<file path="src/verilog/pci_host_pkg.sv">
/*
 * Shared constants, state type and parity helper for the bus initiator
 * that drives the network controller through its expansion-bus pins.
 * Assumes the bus clock is sys_clk itself, so all pins share one domain.
 */
`default_nettype none

package pci_host_pkg;

    localparam int AD_W       = 32;
    localparam int CBE_W      = 4;
    localparam int FIFO_DEPTH = 8;
    localparam int LEN_W      = 8;
    localparam int CNT_W      = 3;

    // Inactive level of every active-low bus line
    localparam logic SIG_OFF  = 1'b1;
    localparam logic SIG_ON   = 1'b0;

    // Clocks allowed for a target to claim the address
    localparam logic [CNT_W-1:0] DEVSEL_LIMIT = 3'h6;
    localparam logic [CNT_W-1:0] CNT_START    = 3'h1;
    localparam logic [LEN_W-1:0] LEN_ONE      = 8'h01;

    typedef enum logic [1:0] {
        ST_IDLE,
        ST_ADDR,
        ST_DATA,
        ST_TURN
    } state_t;

    // Even parity: the extra bit makes the ones count even
    function automatic logic even_par(input logic [AD_W-1:0] ad, input logic [CBE_W-1:0] cbe);
        even_par = ^{ad, cbe};
    endfunction

endpackage

`default_nettype wire

</file>
<file path="src/verilog/pci_host.sv">
/*
 * Bus initiator that drives the network controller as a target: address
 * phase, burst of data phases, turnaround, parity generation and checking.
 * Assumes the device's bus clock is sys_clk and that the arbiter grant and
 * all bus inputs are launched on that same clock; pull-ups are external.
 */
// Operation
// Drive line high one clock before floating
// Start driving one clock after release
// Active-low lines, single owner each
// Device only pulls open-drain lines low
// Initiator drives address; writes keep, reads release
// Target samples address, drives read data
// Non-participant floats all shared bus lines
// Launch and sample on rising edge only
// Command in address, byte enables in data
// Enable bit 0 is lowest byte lane
// Device drives enables only as initiator
// Parity even over address/data and enables
// Parity lags address/data by one clock
// Parity driven by whoever drives data
// Device reports parity mismatch on error line
// Frame held until final data phase
// Device drives frame only as initiator
// Transfer only when both readies asserted
// Initiator ready only with data or room
// Device drives initiator ready as initiator
// Abort if no select in six clocks
// Target ready only with data or room
// Wait for frame release before starting
// Float all bus outputs during reset
`timescale 1ns/10ps
`default_nettype none

module pci_host #(
    parameter int AD_W       = pci_host_pkg::AD_W,
    parameter int CBE_W      = pci_host_pkg::CBE_W,
    parameter int LEN_W      = pci_host_pkg::LEN_W,
    parameter int FIFO_DEPTH = pci_host_pkg::FIFO_DEPTH
) (
    // Clock and reset
    input  wire logic             sys_clk,
    input  wire logic             resetn,
    // Transaction request
    input  wire logic             req_valid,
    output logic                  req_ready,
    input  wire logic             req_write,
    input  wire logic [CBE_W-1:0] req_cmd,
    input  wire logic [AD_W-1:0]  req_addr,
    input  wire logic [CBE_W-1:0] req_be,
    input  wire logic [LEN_W-1:0] req_len,
    // Write data stream
    input  wire logic             wr_valid,
    output logic                  wr_ready,
    input  wire logic [AD_W-1:0]  wr_data,
    // Read data and status
    output logic                  rd_valid,
    output logic [AD_W-1:0]       rd_data,
    output logic                  done,
    output logic                  master_abort,
    output logic                  par_err,
    output logic                  perr_seen,
    // Bus pins
    input  wire logic             gnt_n,
    input  wire logic             frame_n_i,
    output logic                  frame_n_o,
    output logic                  frame_n_oe,
    input  wire logic             irdy_n_i,
    output logic                  irdy_n_o,
    output logic                  irdy_n_oe,
    input  wire logic             trdy_n_i,
    input  wire logic             devsel_n_i,
    input  wire logic             perr_n_i,
    input  wire logic [AD_W-1:0]  ad_i,
    output logic [AD_W-1:0]       ad_o,
    output logic                  ad_oe,
    output logic [CBE_W-1:0]      cbe_o,
    output logic                  cbe_oe,
    input  wire logic             par_i,
    output logic                  par_o,
    output logic                  par_oe
);

    ////////////////////////////////////////////////////////////////////////
    // Write data buffer

    logic            fifo_valid;
    logic            fifo_pop;
    logic [AD_W-1:0] fifo_data;

    wr_fifo #(
        .W     (AD_W),
        .DEPTH (FIFO_DEPTH)
    ) u_wr_fifo (
        .sys_clk   (sys_clk),
        .resetn    (resetn),
        .in_valid  (wr_valid),
        .in_ready  (wr_ready),
        .in_data   (wr_data),
        .out_valid (fifo_valid),
        .out_ready (fifo_pop),
        .out_data  (fifo_data)
    );

    ////////////////////////////////////////////////////////////////////////
    // Transaction sequencer

    pci_host_pkg::state_t st_ff, nxt_st;

    logic             frame_ff, nxt_frame, frame_oe_ff, nxt_frame_oe;
    logic             irdy_ff, nxt_irdy, irdy_oe_ff, nxt_irdy_oe;
    logic [AD_W-1:0]  ad_ff, nxt_ad;
    logic             ad_oe_ff, nxt_ad_oe;
    logic [CBE_W-1:0] cbe_ff, nxt_cbe;
    logic             cbe_oe_ff, nxt_cbe_oe;
    logic             write_ff, nxt_write;
    logic [CBE_W-1:0] be_ff, nxt_be;
    logic [LEN_W-1:0] rem_ff, nxt_rem;
    logic [pci_host_pkg::CNT_W-1:0] cnt_ff, nxt_cnt;
    logic             claimed_ff, nxt_claimed;
    logic             idle_ff, nxt_idle;
    logic             done_ff, nxt_done, abort_ff, nxt_abort;
    logic             rd_valid_ff, nxt_rd_valid;
    logic [AD_W-1:0]  rd_data_ff, nxt_rd_data;
    logic             bus_idle, xfer, start;
    assign bus_idle  = (frame_n_i == pci_host_pkg::SIG_OFF) && (irdy_n_i == pci_host_pkg::SIG_OFF);
    // Previous owner released for a full clock before we grab the lines
    assign start     = (st_ff == pci_host_pkg::ST_IDLE) && req_valid && !gnt_n
                       && bus_idle && idle_ff;
    assign req_ready = start;
    // Completion needs both readies on the same edge
    assign xfer      = (st_ff == pci_host_pkg::ST_DATA) && (irdy_ff == pci_host_pkg::SIG_ON)
                       && (trdy_n_i == pci_host_pkg::SIG_ON);
    // Pop only when the slot on AD is free for the next word
    assign fifo_pop  = write_ff && fifo_valid && ((st_ff == pci_host_pkg::ST_ADDR)
                       || ((st_ff == pci_host_pkg::ST_DATA) && (irdy_ff == pci_host_pkg::SIG_OFF))
                       || (xfer && rem_ff != pci_host_pkg::LEN_ONE));

    always_comb begin
        nxt_st       = st_ff;
        nxt_frame    = frame_ff;
        nxt_frame_oe = frame_oe_ff;
        nxt_irdy     = irdy_ff;
        nxt_irdy_oe  = irdy_oe_ff;
        nxt_ad       = ad_ff;
        nxt_ad_oe    = ad_oe_ff;
        nxt_cbe      = cbe_ff;
        nxt_cbe_oe   = cbe_oe_ff;
        nxt_write    = write_ff;
        nxt_be       = be_ff;
        nxt_rem      = rem_ff;
        nxt_cnt      = cnt_ff;
        nxt_claimed  = claimed_ff;
        nxt_idle     = bus_idle;
        nxt_done     = 1'b0;
        nxt_abort    = 1'b0;
        nxt_rd_valid = 1'b0;
        nxt_rd_data  = rd_data_ff;
        case (st_ff)
            pci_host_pkg::ST_IDLE: begin
                if (start) begin
                    nxt_st       = pci_host_pkg::ST_ADDR;
                    nxt_frame    = pci_host_pkg::SIG_ON;
                    nxt_frame_oe = 1'b1;
                    nxt_irdy     = pci_host_pkg::SIG_OFF;
                    nxt_irdy_oe  = 1'b1;
                    nxt_ad       = req_addr;
                    nxt_ad_oe    = 1'b1;
                    nxt_cbe      = req_cmd;
                    nxt_cbe_oe   = 1'b1;
                    nxt_write    = req_write;
                    nxt_be       = req_be;
                    nxt_rem      = (req_len == '0) ? pci_host_pkg::LEN_ONE : req_len;
                    nxt_claimed  = 1'b0;
                end
            end
            pci_host_pkg::ST_ADDR: begin
                nxt_st  = pci_host_pkg::ST_DATA;
                nxt_cnt = pci_host_pkg::CNT_START;
                nxt_cbe = be_ff;
                if (write_ff) begin
                    // Ready only with a word on AD
                    if (fifo_valid) begin
                        nxt_ad   = fifo_data;
                        nxt_irdy = pci_host_pkg::SIG_ON;
                    end
                end else begin
                    nxt_ad_oe = 1'b0;
                    nxt_irdy  = pci_host_pkg::SIG_ON;
                end
                if (nxt_irdy == pci_host_pkg::SIG_ON && rem_ff == pci_host_pkg::LEN_ONE) begin
                    nxt_frame = pci_host_pkg::SIG_OFF;
                end
            end
            pci_host_pkg::ST_DATA: begin
                if (devsel_n_i == pci_host_pkg::SIG_ON) begin
                    nxt_claimed = 1'b1;
                end else if (!claimed_ff && cnt_ff != pci_host_pkg::DEVSEL_LIMIT) begin
                    nxt_cnt = cnt_ff + 1'b1;
                end
                if (!claimed_ff && devsel_n_i == pci_host_pkg::SIG_OFF
                        && cnt_ff == pci_host_pkg::DEVSEL_LIMIT) begin
                    // No target answered: end the cycle ourselves
                    nxt_st     = pci_host_pkg::ST_TURN;
                    nxt_abort  = 1'b1;
                    nxt_frame  = pci_host_pkg::SIG_OFF;
                    nxt_irdy   = pci_host_pkg::SIG_OFF;
                    nxt_ad_oe  = 1'b0;
                    nxt_cbe_oe = 1'b0;
                end else if (xfer) begin
                    if (!write_ff) begin
                        nxt_rd_valid = 1'b1;
                        nxt_rd_data  = ad_i;
                    end
                    if (rem_ff == pci_host_pkg::LEN_ONE) begin
                        nxt_st     = pci_host_pkg::ST_TURN;
                        nxt_irdy   = pci_host_pkg::SIG_OFF;
                        nxt_ad_oe  = 1'b0;
                        nxt_cbe_oe = 1'b0;
                    end else begin
                        nxt_rem = rem_ff - 1'b1;
                        if (write_ff) begin
                            nxt_ad   = fifo_data;
                            nxt_irdy = fifo_valid ? pci_host_pkg::SIG_ON : pci_host_pkg::SIG_OFF;
                        end
                    end
                end else if (write_ff && irdy_ff == pci_host_pkg::SIG_OFF && fifo_valid) begin
                    nxt_ad   = fifo_data;
                    nxt_irdy = pci_host_pkg::SIG_ON;
                end
                if (nxt_st == pci_host_pkg::ST_DATA && nxt_irdy == pci_host_pkg::SIG_ON
                        && nxt_rem == pci_host_pkg::LEN_ONE) begin
                    nxt_frame = pci_host_pkg::SIG_OFF;
                end
            end
            pci_host_pkg::ST_TURN: begin
                // Lines were driven high last clock, now let the pull-ups hold them
                nxt_st       = pci_host_pkg::ST_IDLE;
                nxt_frame_oe = 1'b0;
                nxt_irdy_oe  = 1'b0;
                nxt_done     = 1'b1;
            end
            default: begin
                nxt_st = pci_host_pkg::ST_IDLE;
            end
        endcase
    end

    always_ff @(posedge sys_clk) begin
        if (!resetn) begin
            st_ff       <= pci_host_pkg::ST_IDLE;
            frame_ff    <= pci_host_pkg::SIG_OFF;
            frame_oe_ff <= 1'b0;
            irdy_ff     <= pci_host_pkg::SIG_OFF;
            irdy_oe_ff  <= 1'b0;
            ad_ff       <= '0;
            ad_oe_ff    <= 1'b0;
            cbe_ff      <= '0;
            cbe_oe_ff   <= 1'b0;
            write_ff    <= 1'b0;
            be_ff       <= '0;
            rem_ff      <= '0;
            cnt_ff      <= '0;
            claimed_ff  <= 1'b0;
            idle_ff     <= 1'b0;
            done_ff     <= 1'b0;
            abort_ff    <= 1'b0;
            rd_valid_ff <= 1'b0;
            rd_data_ff  <= '0;
        end else begin
            st_ff       <= nxt_st;
            frame_ff    <= nxt_frame;
            frame_oe_ff <= nxt_frame_oe;
            irdy_ff     <= nxt_irdy;
            irdy_oe_ff  <= nxt_irdy_oe;
            ad_ff       <= nxt_ad;
            ad_oe_ff    <= nxt_ad_oe;
            cbe_ff      <= nxt_cbe;
            cbe_oe_ff   <= nxt_cbe_oe;
            write_ff    <= nxt_write;
            be_ff       <= nxt_be;
            rem_ff      <= nxt_rem;
            cnt_ff      <= nxt_cnt;
            claimed_ff  <= nxt_claimed;
            idle_ff     <= nxt_idle;
            done_ff     <= nxt_done;
            abort_ff    <= nxt_abort;
            rd_valid_ff <= nxt_rd_valid;
            rd_data_ff  <= nxt_rd_data;
        end
    end

    ////////////////////////////////////////////////////////////////////////
    // Parity: generate for what we drove, check read data one clock later

    logic par_ff, nxt_par, par_oe_ff, nxt_par_oe;
    logic chk_ff, nxt_chk, exp_ff, nxt_exp;
    logic perr_ff, nxt_perr, err_ff, nxt_err;

    always_comb begin
        nxt_par    = pci_host_pkg::even_par(ad_ff, cbe_ff);
        nxt_par_oe = ad_oe_ff;
        nxt_chk    = xfer && !write_ff;
        nxt_exp    = pci_host_pkg::even_par(ad_i, cbe_ff);
        nxt_err    = chk_ff && (par_i != exp_ff);
        nxt_perr   = (perr_n_i == pci_host_pkg::SIG_ON);
    end

    always_ff @(posedge sys_clk) begin
        if (!resetn) begin
            par_ff    <= 1'b0;
            par_oe_ff <= 1'b0;
            chk_ff    <= 1'b0;
            exp_ff    <= 1'b0;
            err_ff    <= 1'b0;
            perr_ff   <= 1'b0;
        end else begin
            par_ff    <= nxt_par;
            par_oe_ff <= nxt_par_oe;
            chk_ff    <= nxt_chk;
            exp_ff    <= nxt_exp;
            err_ff    <= nxt_err;
            perr_ff   <= nxt_perr;
        end
    end

    assign frame_n_o    = frame_ff;
    assign frame_n_oe   = frame_oe_ff;
    assign irdy_n_o     = irdy_ff;
    assign irdy_n_oe    = irdy_oe_ff;
    assign ad_o         = ad_ff;
    assign ad_oe        = ad_oe_ff;
    assign cbe_o        = cbe_ff;
    assign cbe_oe       = cbe_oe_ff;
    assign par_o        = par_ff;
    assign par_oe       = par_oe_ff;
    assign rd_valid     = rd_valid_ff;
    assign rd_data      = rd_data_ff;
    assign done         = done_ff;
    assign master_abort = abort_ff;
    assign par_err      = err_ff;
    assign perr_seen    = perr_ff;

endmodule

`default_nettype wire

</file>
<file path="src/verilog/wr_fifo.sv">
/*
 * Synchronous FIFO, flip-flop storage, valid/ready on both sides.
 * Assumes one clock and a synchronous active-low reset.
 */
`timescale 1ns/10ps
`default_nettype none

module wr_fifo #(
    parameter int W     = 32,
    parameter int DEPTH = 8
) (
    // Clock and reset
    input  wire logic         sys_clk,
    input  wire logic         resetn,
    // Filling side
    input  wire logic         in_valid,
    output logic              in_ready,
    input  wire logic [W-1:0] in_data,
    // Draining side
    output logic              out_valid,
    input  wire logic         out_ready,
    output logic [W-1:0]      out_data
);

    localparam int AW = $clog2(DEPTH);

    logic [W-1:0]  mem_ff [DEPTH];
    logic [AW-1:0] wr_ff, nxt_wr, rd_ff, nxt_rd;
    logic [AW:0]   cnt_ff, nxt_cnt;
    logic          push, pop;

    assign in_ready  = (cnt_ff != DEPTH[AW:0]);
    assign out_valid = (cnt_ff != '0);
    assign out_data  = mem_ff[rd_ff];
    assign push      = in_valid && in_ready;
    assign pop       = out_valid && out_ready;

    always_comb begin
        nxt_wr  = wr_ff;
        nxt_rd  = rd_ff;
        nxt_cnt = cnt_ff;
        if (push) begin
            nxt_wr = (wr_ff == AW'(DEPTH - 1)) ? '0 : wr_ff + 1'b1;
        end
        if (pop) begin
            nxt_rd = (rd_ff == AW'(DEPTH - 1)) ? '0 : rd_ff + 1'b1;
        end
        if (push && !pop) begin
            nxt_cnt = cnt_ff + 1'b1;
        end else if (pop && !push) begin
            nxt_cnt = cnt_ff - 1'b1;
        end
    end

    always_ff @(posedge sys_clk) begin
        if (!resetn) begin
            wr_ff  <= '0;
            rd_ff  <= '0;
            cnt_ff <= '0;
        end else begin
            wr_ff  <= nxt_wr;
            rd_ff  <= nxt_rd;
            cnt_ff <= nxt_cnt;
        end
    end

    // Storage needs no reset; cnt_ff guards every read
    always_ff @(posedge sys_clk) begin
        if (push) begin
            mem_ff[wr_ff] <= in_data;
        end
    end

endmodule

`default_nettype wire
</file>
<file path="config.mk">
export PLATFORM = sky130hd
export DESIGN_NAME = pci_host
export DESIGN_NICKNAME = d
export VERILOG_FILES = /design/src/verilog/pci_host_pkg.sv /design/src/verilog/pci_host.sv /design/src/verilog/wr_fifo.sv
export SDC_FILE = /design/constraint.sdc
export NUM_CORES = 1
export LEC_CHECK = 0
export BUFFER_PORTS_ARGS = -buffer_cell sky130_fd_sc_hd__buf_2
export CORE_MARGIN = 3
export CORE_UTILIZATION = 52
export CTS_BUF_LIST = sky130_fd_sc_hd__clkbuf_4 sky130_fd_sc_hd__clkbuf_8 sky130_fd_sc_hd__clkbuf_16
export CTS_CLUSTER_SIZE = 14
export DETAILED_ROUTE_END_ITERATION = 8
export PLACE_DENSITY_LB_ADDON = 0.25
export SETUP_SLACK_MARGIN = 0.05
export SYNTH_ARGS = -nofsm -noshare
export SYNTH_HDL_FRONTEND = slang
export SYNTH_SLANG_ARGS = --single-unit
</file>
<file path="constraint.sdc">
create_clock -name sys_clk -period 4.1 [get_ports sys_clk]
set_input_delay 0.615 -clock sys_clk [delete_from_list [all_inputs] [get_ports sys_clk]]
set_output_delay 0.615 -clock sys_clk [all_outputs]
set_load 0.005 [all_outputs]
</file>
Word level (Yosys, flattened, before mapping)

Memories as Yosys holds them, arrays and structs flattened. A register that Yosys moved wholly into a read port is not among the register bits.
Cells that the tools add are included.

Add/subtract/negate cells: 6
Equality and inequality tests: 28
Multiplexer cells: 64
Bitwise gates (word level): 10
Reduce and logical (&&, ||, !) cells: 57

Operators with widths:

| cell                                           | count |
|---|---|
| 2-to-1 mux 32 bit                              | 8 |
| case mux 32 bit (3 select lines)               | 1 |
| parity 36 bit                                  | 2 |
| 2-to-1 mux 8 bit                               | 6 |
| logical AND 1 bit                              | 25 |
| 2-to-1 mux 1 bit                               | 25 |
| 2-to-1 mux 3 bit                               | 6 |
| == test 8 x 1 -> 1 bit (second input constant) | 2 |
| case mux 8 bit (2 select lines)                | 1 |
| != test 2 bit (second input constant)          | 7 |
| 2-to-1 mux 4 bit                               | 3 |
| AND reduction 2 bit                            | 6 |
| AND reduction 4 bit                            | 3 |
| 2-to-1 mux 2 bit                               | 5 |
| inverter 1 bit                                 | 10 |
| nonzero test 2 bit                             | 5 |
| adder 3 x 1 -> 3 bit (second input constant)   | 3 |
| == test 3 bit (second input constant)          | 3 |
| != test 3 bit (second input constant)          | 3 |
| case mux 1 bit (3 select lines)                | 3 |
| zero test 8 bit                                | 1 |
| != test 8 x 1 -> 1 bit (second input constant) | 1 |
| case mux 2 bit (4 select lines)                | 1 |
| case mux 4 bit (2 select lines)                | 1 |
| other kinds (21)                               | 34 |

Register bits after elaboration: 112
RAM bits: 256
Input port bits: 124
Output and inout bits: 83
Word-level logic and storage cells: 193
Memories: 1

Memories:

| name             | depth | bits a word | rd ports | clocked after Yosys merged registers in | wr ports | line          | text |
|---|---|---|---|---|---|---|---|
| u_wr_fifo.mem_ff | 8     | 32          | 1        | 1                                       | 1        | wr_fifo.sv:27 | `logic [W-1:0] mem_ff [DEPTH];` |

Depth between registers and ports, before layout

Depth after elaboration: 12
Depth in mapped cells: 15
Mapped depth without buffers: 15

Hierarchy

Synthesis repeated with hierarchy kept, for this count alone.

Cells, all modules: 1051
Area, all modules: 15867.7 um^2

Modules (own cells, without submodules):

| module   | times used | cells an instance | area each (um^2) | sequential area each (um^2) |
|---|---|---|---|---|
| wr_fifo  | 1          | 445               | 10442.5          | 7947.6 |
| pci_host | 1          | 606               | 5425.2           | 2042.0 |

Least setup slack after synthesis

OpenSTA, ideal clock, no wires.

Path type: flip-flop to flip-flop
Start: register u_wr_fifo.cnt_ff[0]
End: memory u_wr_fifo.mem_ff[0][0] (enable)
Setup time: 0.501 ns
Arrival time: 3.904 ns
Data required time: 3.599 ns
Setup slack: -0.306 ns
Stages on the path, launching flop included: 5
Buffers on the path: 0
Clock period less this slack: 4.406 ns
Cells stage by stage: dfxtp_1 -> nor3_1 -> nand2_1 -> nand2_1 -> nor4_1

Cells in the longest elaborated chain, start to end: 4

RTL lines:

| what                                   | line           | text |
|---|---|---|
| start, declared                        | wr_fifo.sv:29  | `logic [AW:0] cnt_ff, nxt_cnt;` |
| start signal, assigned                 | wr_fifo.sv:63  | `cnt_ff <= nxt_cnt;` |
| != test 4 bit                          | wr_fifo.sv:32  | `assign in_ready = (cnt_ff != DEPTH[AW:0]);` |
| via wr_ready                           | pci_host.sv:54 | `output logic wr_ready,` |
| logical AND 1 bit                      | wr_fifo.sv:35  | `assign push = in_valid && in_ready;` |
| 2-to-1 mux 1 bit                       | wr_fifo.sv:69  | `if (push) begin` |
| 2-to-1 mux 1 bit (implied by the code) | wr_fifo.sv:70  | `mem_ff[wr_ff] <= in_data;` |
| end, declared                          | wr_fifo.sv:27  |  |

The timed path passes the listed nets, and every way through them passes these cells.

Worst setup path after layout

Start: register st_ff[1]
End: register u_wr_fifo.cnt_ff[3]

Cells in the longest elaborated chain, start to end: 10
Elaborated cells on any way between the ends: 15
Classes of those cells: 2 x eq/ne; 1 x mux; 12 x reduce/logical

RTL lines:

| what                                                          | line                             | text |
|---|---|---|
| start, declared                                               | pci_host.sv:108                  | `pci_host_pkg::state_t st_ff, nxt_st;` |
| start signal, assigned                                        | pci_host.sv:251                  | `st_ff <= pci_host_pkg::ST_IDLE;` |
| start signal, assigned                                        | pci_host.sv:271                  | `st_ff <= nxt_st;` |
| == test 2 bit                                                 | pci_host.sv:132, pci_host.sv:136 |  |
| logical AND 1 bit                                             | pci_host.sv:132                  | `assign xfer = (st_ff == pci_host_pkg::ST_DATA) && (irdy_ff == pci_host_pkg::SIG_ON)` |
| logical AND 1 bit                                             | pci_host.sv:133                  | `&& (trdy_n_i == pci_host_pkg::SIG_ON);` |
| logical AND 1 bit                                             | pci_host.sv:137                  | `\|\| (xfer && rem_ff != pci_host_pkg::LEN_ONE));` |
| logical OR 1 bit (*)                                          | pci_host.sv:137                  |  |
| logical AND 1 bit (*)                                         | pci_host.sv:135                  | `assign fifo_pop = write_ff && fifo_valid && ((st_ff == pci_host_pkg::ST_ADDR)` |
| logical AND 1 bit (*)                                         | wr_fifo.sv:36                    | `assign pop = out_valid && out_ready;` |
| zero test 1 bit                                               | wr_fifo.sv:48                    | `if (push && !pop) begin` |
| logical AND 1 bit                                             | wr_fifo.sv:48                    |  |
| 2-to-1 mux 4 bit / nonzero test 2 bit (equally long branches) | -                                |  |

Mark *: on every way between the ends. The rest lies on a longest branch, timed or not.
A chain may end at the register's enable or synchronous reset.

==> impl_results.md <==
* Post-DP HPWL at 21800 um
* Arr. time, crit path at 3650 ps
* Synth top cells by count: edfxtp_1 (256), dfxtp_1 (115), nor2_1 (107)
* PD cells at 518 nW/um^2
* Slowest-stage cell, CP: ha_1
* Total negative slack at 0 ps
* Comb power frac at between 15 and 20%
* TritonCTS clock tree: built
* Crit path kind: reg -> reg
* Layout cells sized above 1 at 28.7%
* Clock root cell: clkbuf_16
* Post-synth EDFFs at 256
* Post-synth net total at 1207
* Top_reg_cell synth: edfxtp_1
* Crit-path cells: inv_1 -> ha_1 -> inv_1 -> a21oi_1 -> inv_1 -> ha_1 -> inv_1 -> ha_1 -> a21o_1 -> a21oi_1 -> xnor2_1 -> or3_1 -> a21oi_1
* Synth warn at 0
* Die Area at roughly 31000 um^2
* Outcome: finished clean
* Hold Path End: perr_seen
* Flop pwr share at 46.6%
* DRT Wirelength at 34800 um
* Via count at 9507
* Synthesis-stage register bit count at around 370
* First-pass GRT wire length at between 50000 and 60000 um
* Static Leakage at 6.33 nW
* DR iter-0 viols at 714
* Hold path depth at 2
* Largest cells by area after synthesis: edfxtp_1 (50%), dfxtp_1 (15%), mux4_2 (9.5%), xnor2_1 (3.4%), a21oi_1 (3.1%)
* Clock skew at approximately 14 ps
* # fillers at 2175
* Pre-CTS setup slack at 903 ps
* Unique cell type count in the Yosys netlist at 59
* Fraction of registers with async set or reset after synthesis at 0%
* Vias in the first global route at 9254
* Final WS setup at roughly 900 ps
* Total power at 9.34 mW
* Synth top area share at 50.4%
* Final hold vios at 0
* Post-route DRC at 0
* Drt wl/cell at 20.6 um
* Crit path buffers/inverters at 4
* TritonCTS Buffers at 40
* Final Max Slew Viols at 0
* Most common cell in the synthesized netlist: edfxtp_1
* Finished Cell Area at 18000 um^2
* Post_cts resized at 0
* Worst reg2reg path endpoint: u_wr_fifo.cnt_ff[3]
* CP delay by family, top: adder cells
* Worst Tran Pin Value at 1130 ps
* GRT overflow at 0
* H-tree levels at 2
* Hold-fix buffers, CTS at 0
* Clock power frac at between 30% and 40%
* Detail Route Antenna Nets at 0
* Mean Syn Cell Area at 14.3 um^2
* RSZ-0062 raised after global routing: false
* Max_cap viols at 0
* Clock buffer depth at 3
* Crit-path max cell delay at approximately 500 ps
* Sequential share of the synthesized area at 65.5%
* Top Ports at 207
* # diodes at 0
* Nets at around 1.4k
* Total core area at between 20000 and 30000 um^2
* GPL Wtd Cong at just under 0.9
* Fmax at 314 MHz
* Worst skew pair latency at ~530 ps
* Hold Startpoint: perr_n_i
* Psw at about 2.4 mW
* CP dominant cell by count: inv_1
* Pin count of the biggest net entering global routing at 48
* Initial antenna violation count at 1
* Netlist Area Pre-Place at between 15000 and 20000 um^2
* Cell-internal power at 6.95 mW
* FF-to-FF path depth at 13
* Die Ht at 177 um
* # port buffers at 206
* Peak VDD IR at approximately 0.00037 V
* Row Count at 62
* HP Class: in -> reg
* Final setup vio count at 0
* Area added between synthesis and finish at 18.2%
* Relative slew slack at 24.5%
* Fin crit share at 77.8%
* Sw Share at between 20 and 30%
* Sinks on Clock Net at about 370
* Die width at ~180 um
* Synthesized netlist cell count at 1067
* Worst Path Required at 4560 ps
* Drt via density at 5.62
* Initial cell density of the core at ~53%
* Maximum fanout along the worst path at 9
* Placed instance area at 16700 um^2
* Drt first pass iters at 5
* Reg2reg start: st_ff[1]
* R2r setup slk at a little over 900 ps
* Min Tclk post-route at approximately 3200 ps
* Post-CTS setup repair buffer count at 0
* All-layer global routing usage at 22.0%
* Critical Path Source Type: register
* Worst Setup End Kind: register
* Clk slew on worst S/H paths at roughly 60 ps
* Yosys top cell by area: edfxtp_1
cell usage in the layout (no fill, tap or decap), types with 4 or more instances in the layout:
master     netlist  routed
a211oi_1        39      39
a21oi_1         93      93
a41oi_1          4       4
and3_1           4       4
buf_2           13     206
buf_4            7      17
clkbuf_16        0      41
clkbuf_4         0      12
clkbuf_8         0       4
clkinv_1         1       9
clkinv_2         0       6
dfxtp_1        115     112
edfxtp_1       256     256
ha_1            15      14
inv_1           18      18
mux2i_1         42      42
mux4_2          64      64
nand2_1         95      95
nand3_1          4       4
nor2_1         107     103
nor3_1          16      12
nor3_2           0       4
o21ai_0         14      14
xnor2_1         60      60
xor2_1           8       8
metrics by stage:
| stage | hold slack [ps] | std cells | utilization, % |
|---|---|---|---|
| floorplan | 436 | 1067 | - |
| global placement | 439 | 1618 | 58.1 |
| detailed placement | 443 | 1618 | 58.1 |
| CTS | 217 | 1692 | 62.7 |
| global route | 223 | 1692 | 62.7 |
| finish | 232 | 1692 | 62.7 |
metal layers:
metal  GRT usage, %  part of all wire, %
met5              0                0.026
met4           5.79                  2.2
met3           4.55                  8.0
met2           35.6                   47
met1           30.9                   43
state kept, by name, summed over array words and instances (netlist names), 2 cells and up, named ones only:
name,flops
u_wr_fifo.cnt_ff,4
ad_o,32
rd_data,32
cnt_ff,3
st_ff,2
u_wr_fifo.rd_ff,3
cbe_o,4
u_wr_fifo.mem_ff,256
rem_ff,8
be_ff,4
u_wr_fifo.wr_ff,3
worst register-to-register path, stage by stage, from the launching register on:
cell,delay [ps]
dfxtp_1,340
inv_1,100
ha_1,490
inv_1,180
a21oi_1,440
inv_1,100
ha_1,240
inv_1,110
ha_1,240
a21o_1,180
a21oi_1,160
xnor2_1,90
or3_1,300
a21oi_1,140
layout make-up:
type	count	area, um^2	area share, %
sequential	371	10000	55.4
multi-input combinational	620	5000	27.7
timing repair buffer	224	1180	6.54
clock buffer	57	1170	6.50
tap	384	480	2.66
clock inverter	17	135	0.749
inverter	19	72.6	0.402
cell families after synthesis:
logic type               count (synthesis)  share of synthesized area (%)
buffers and inverters                   76                           2.21
XOR/XNOR                                70                           4.20
flip-flops                             371                           65.5
AND/OR/NAND/NOR                        251                           7.23
adder cells (fa/ha/maj)                 16                           1.36
AO/OA/AOI/OAI                          176                           7.21
multiplexers                           107                           12.3
power groups by stage:
stage / sequential [mW] / combinational [mW] / clock, mW
floorplan: 4.41 / 1.03 / 0
global placement: 4.42 / 1.51 / 0
detailed placement: 4.43 / 1.54 / 0
CTS: 4.35 / 1.54 / 3.54
global route: 4.38 / 1.69 / 3.71
finish: 4.35 / 1.52 / 3.47
worst max path at each step:
| stage | start | endpoint | slack [ps] | cells after the start |
|---|---|---|---|---|
| floorplan | u_wr_fifo.cnt_ff[0] | u_wr_fifo.mem_ff[1][0] | 370 | 6 |
| global placement | rem_ff[1] | u_wr_fifo.cnt_ff[3] | 980 | 15 |
| detailed placement | st_ff[1] | u_wr_fifo.cnt_ff[3] | 900 | 13 |
| CTS | st_ff[1] | u_wr_fifo.cnt_ff[3] | 890 | 13 |
| global route | rem_ff[0] | u_wr_fifo.cnt_ff[3] | 580 | 14 |
| finish | st_ff[1] | u_wr_fifo.cnt_ff[3] | 910 | 13 |
(Power assumes the default switching activity.)
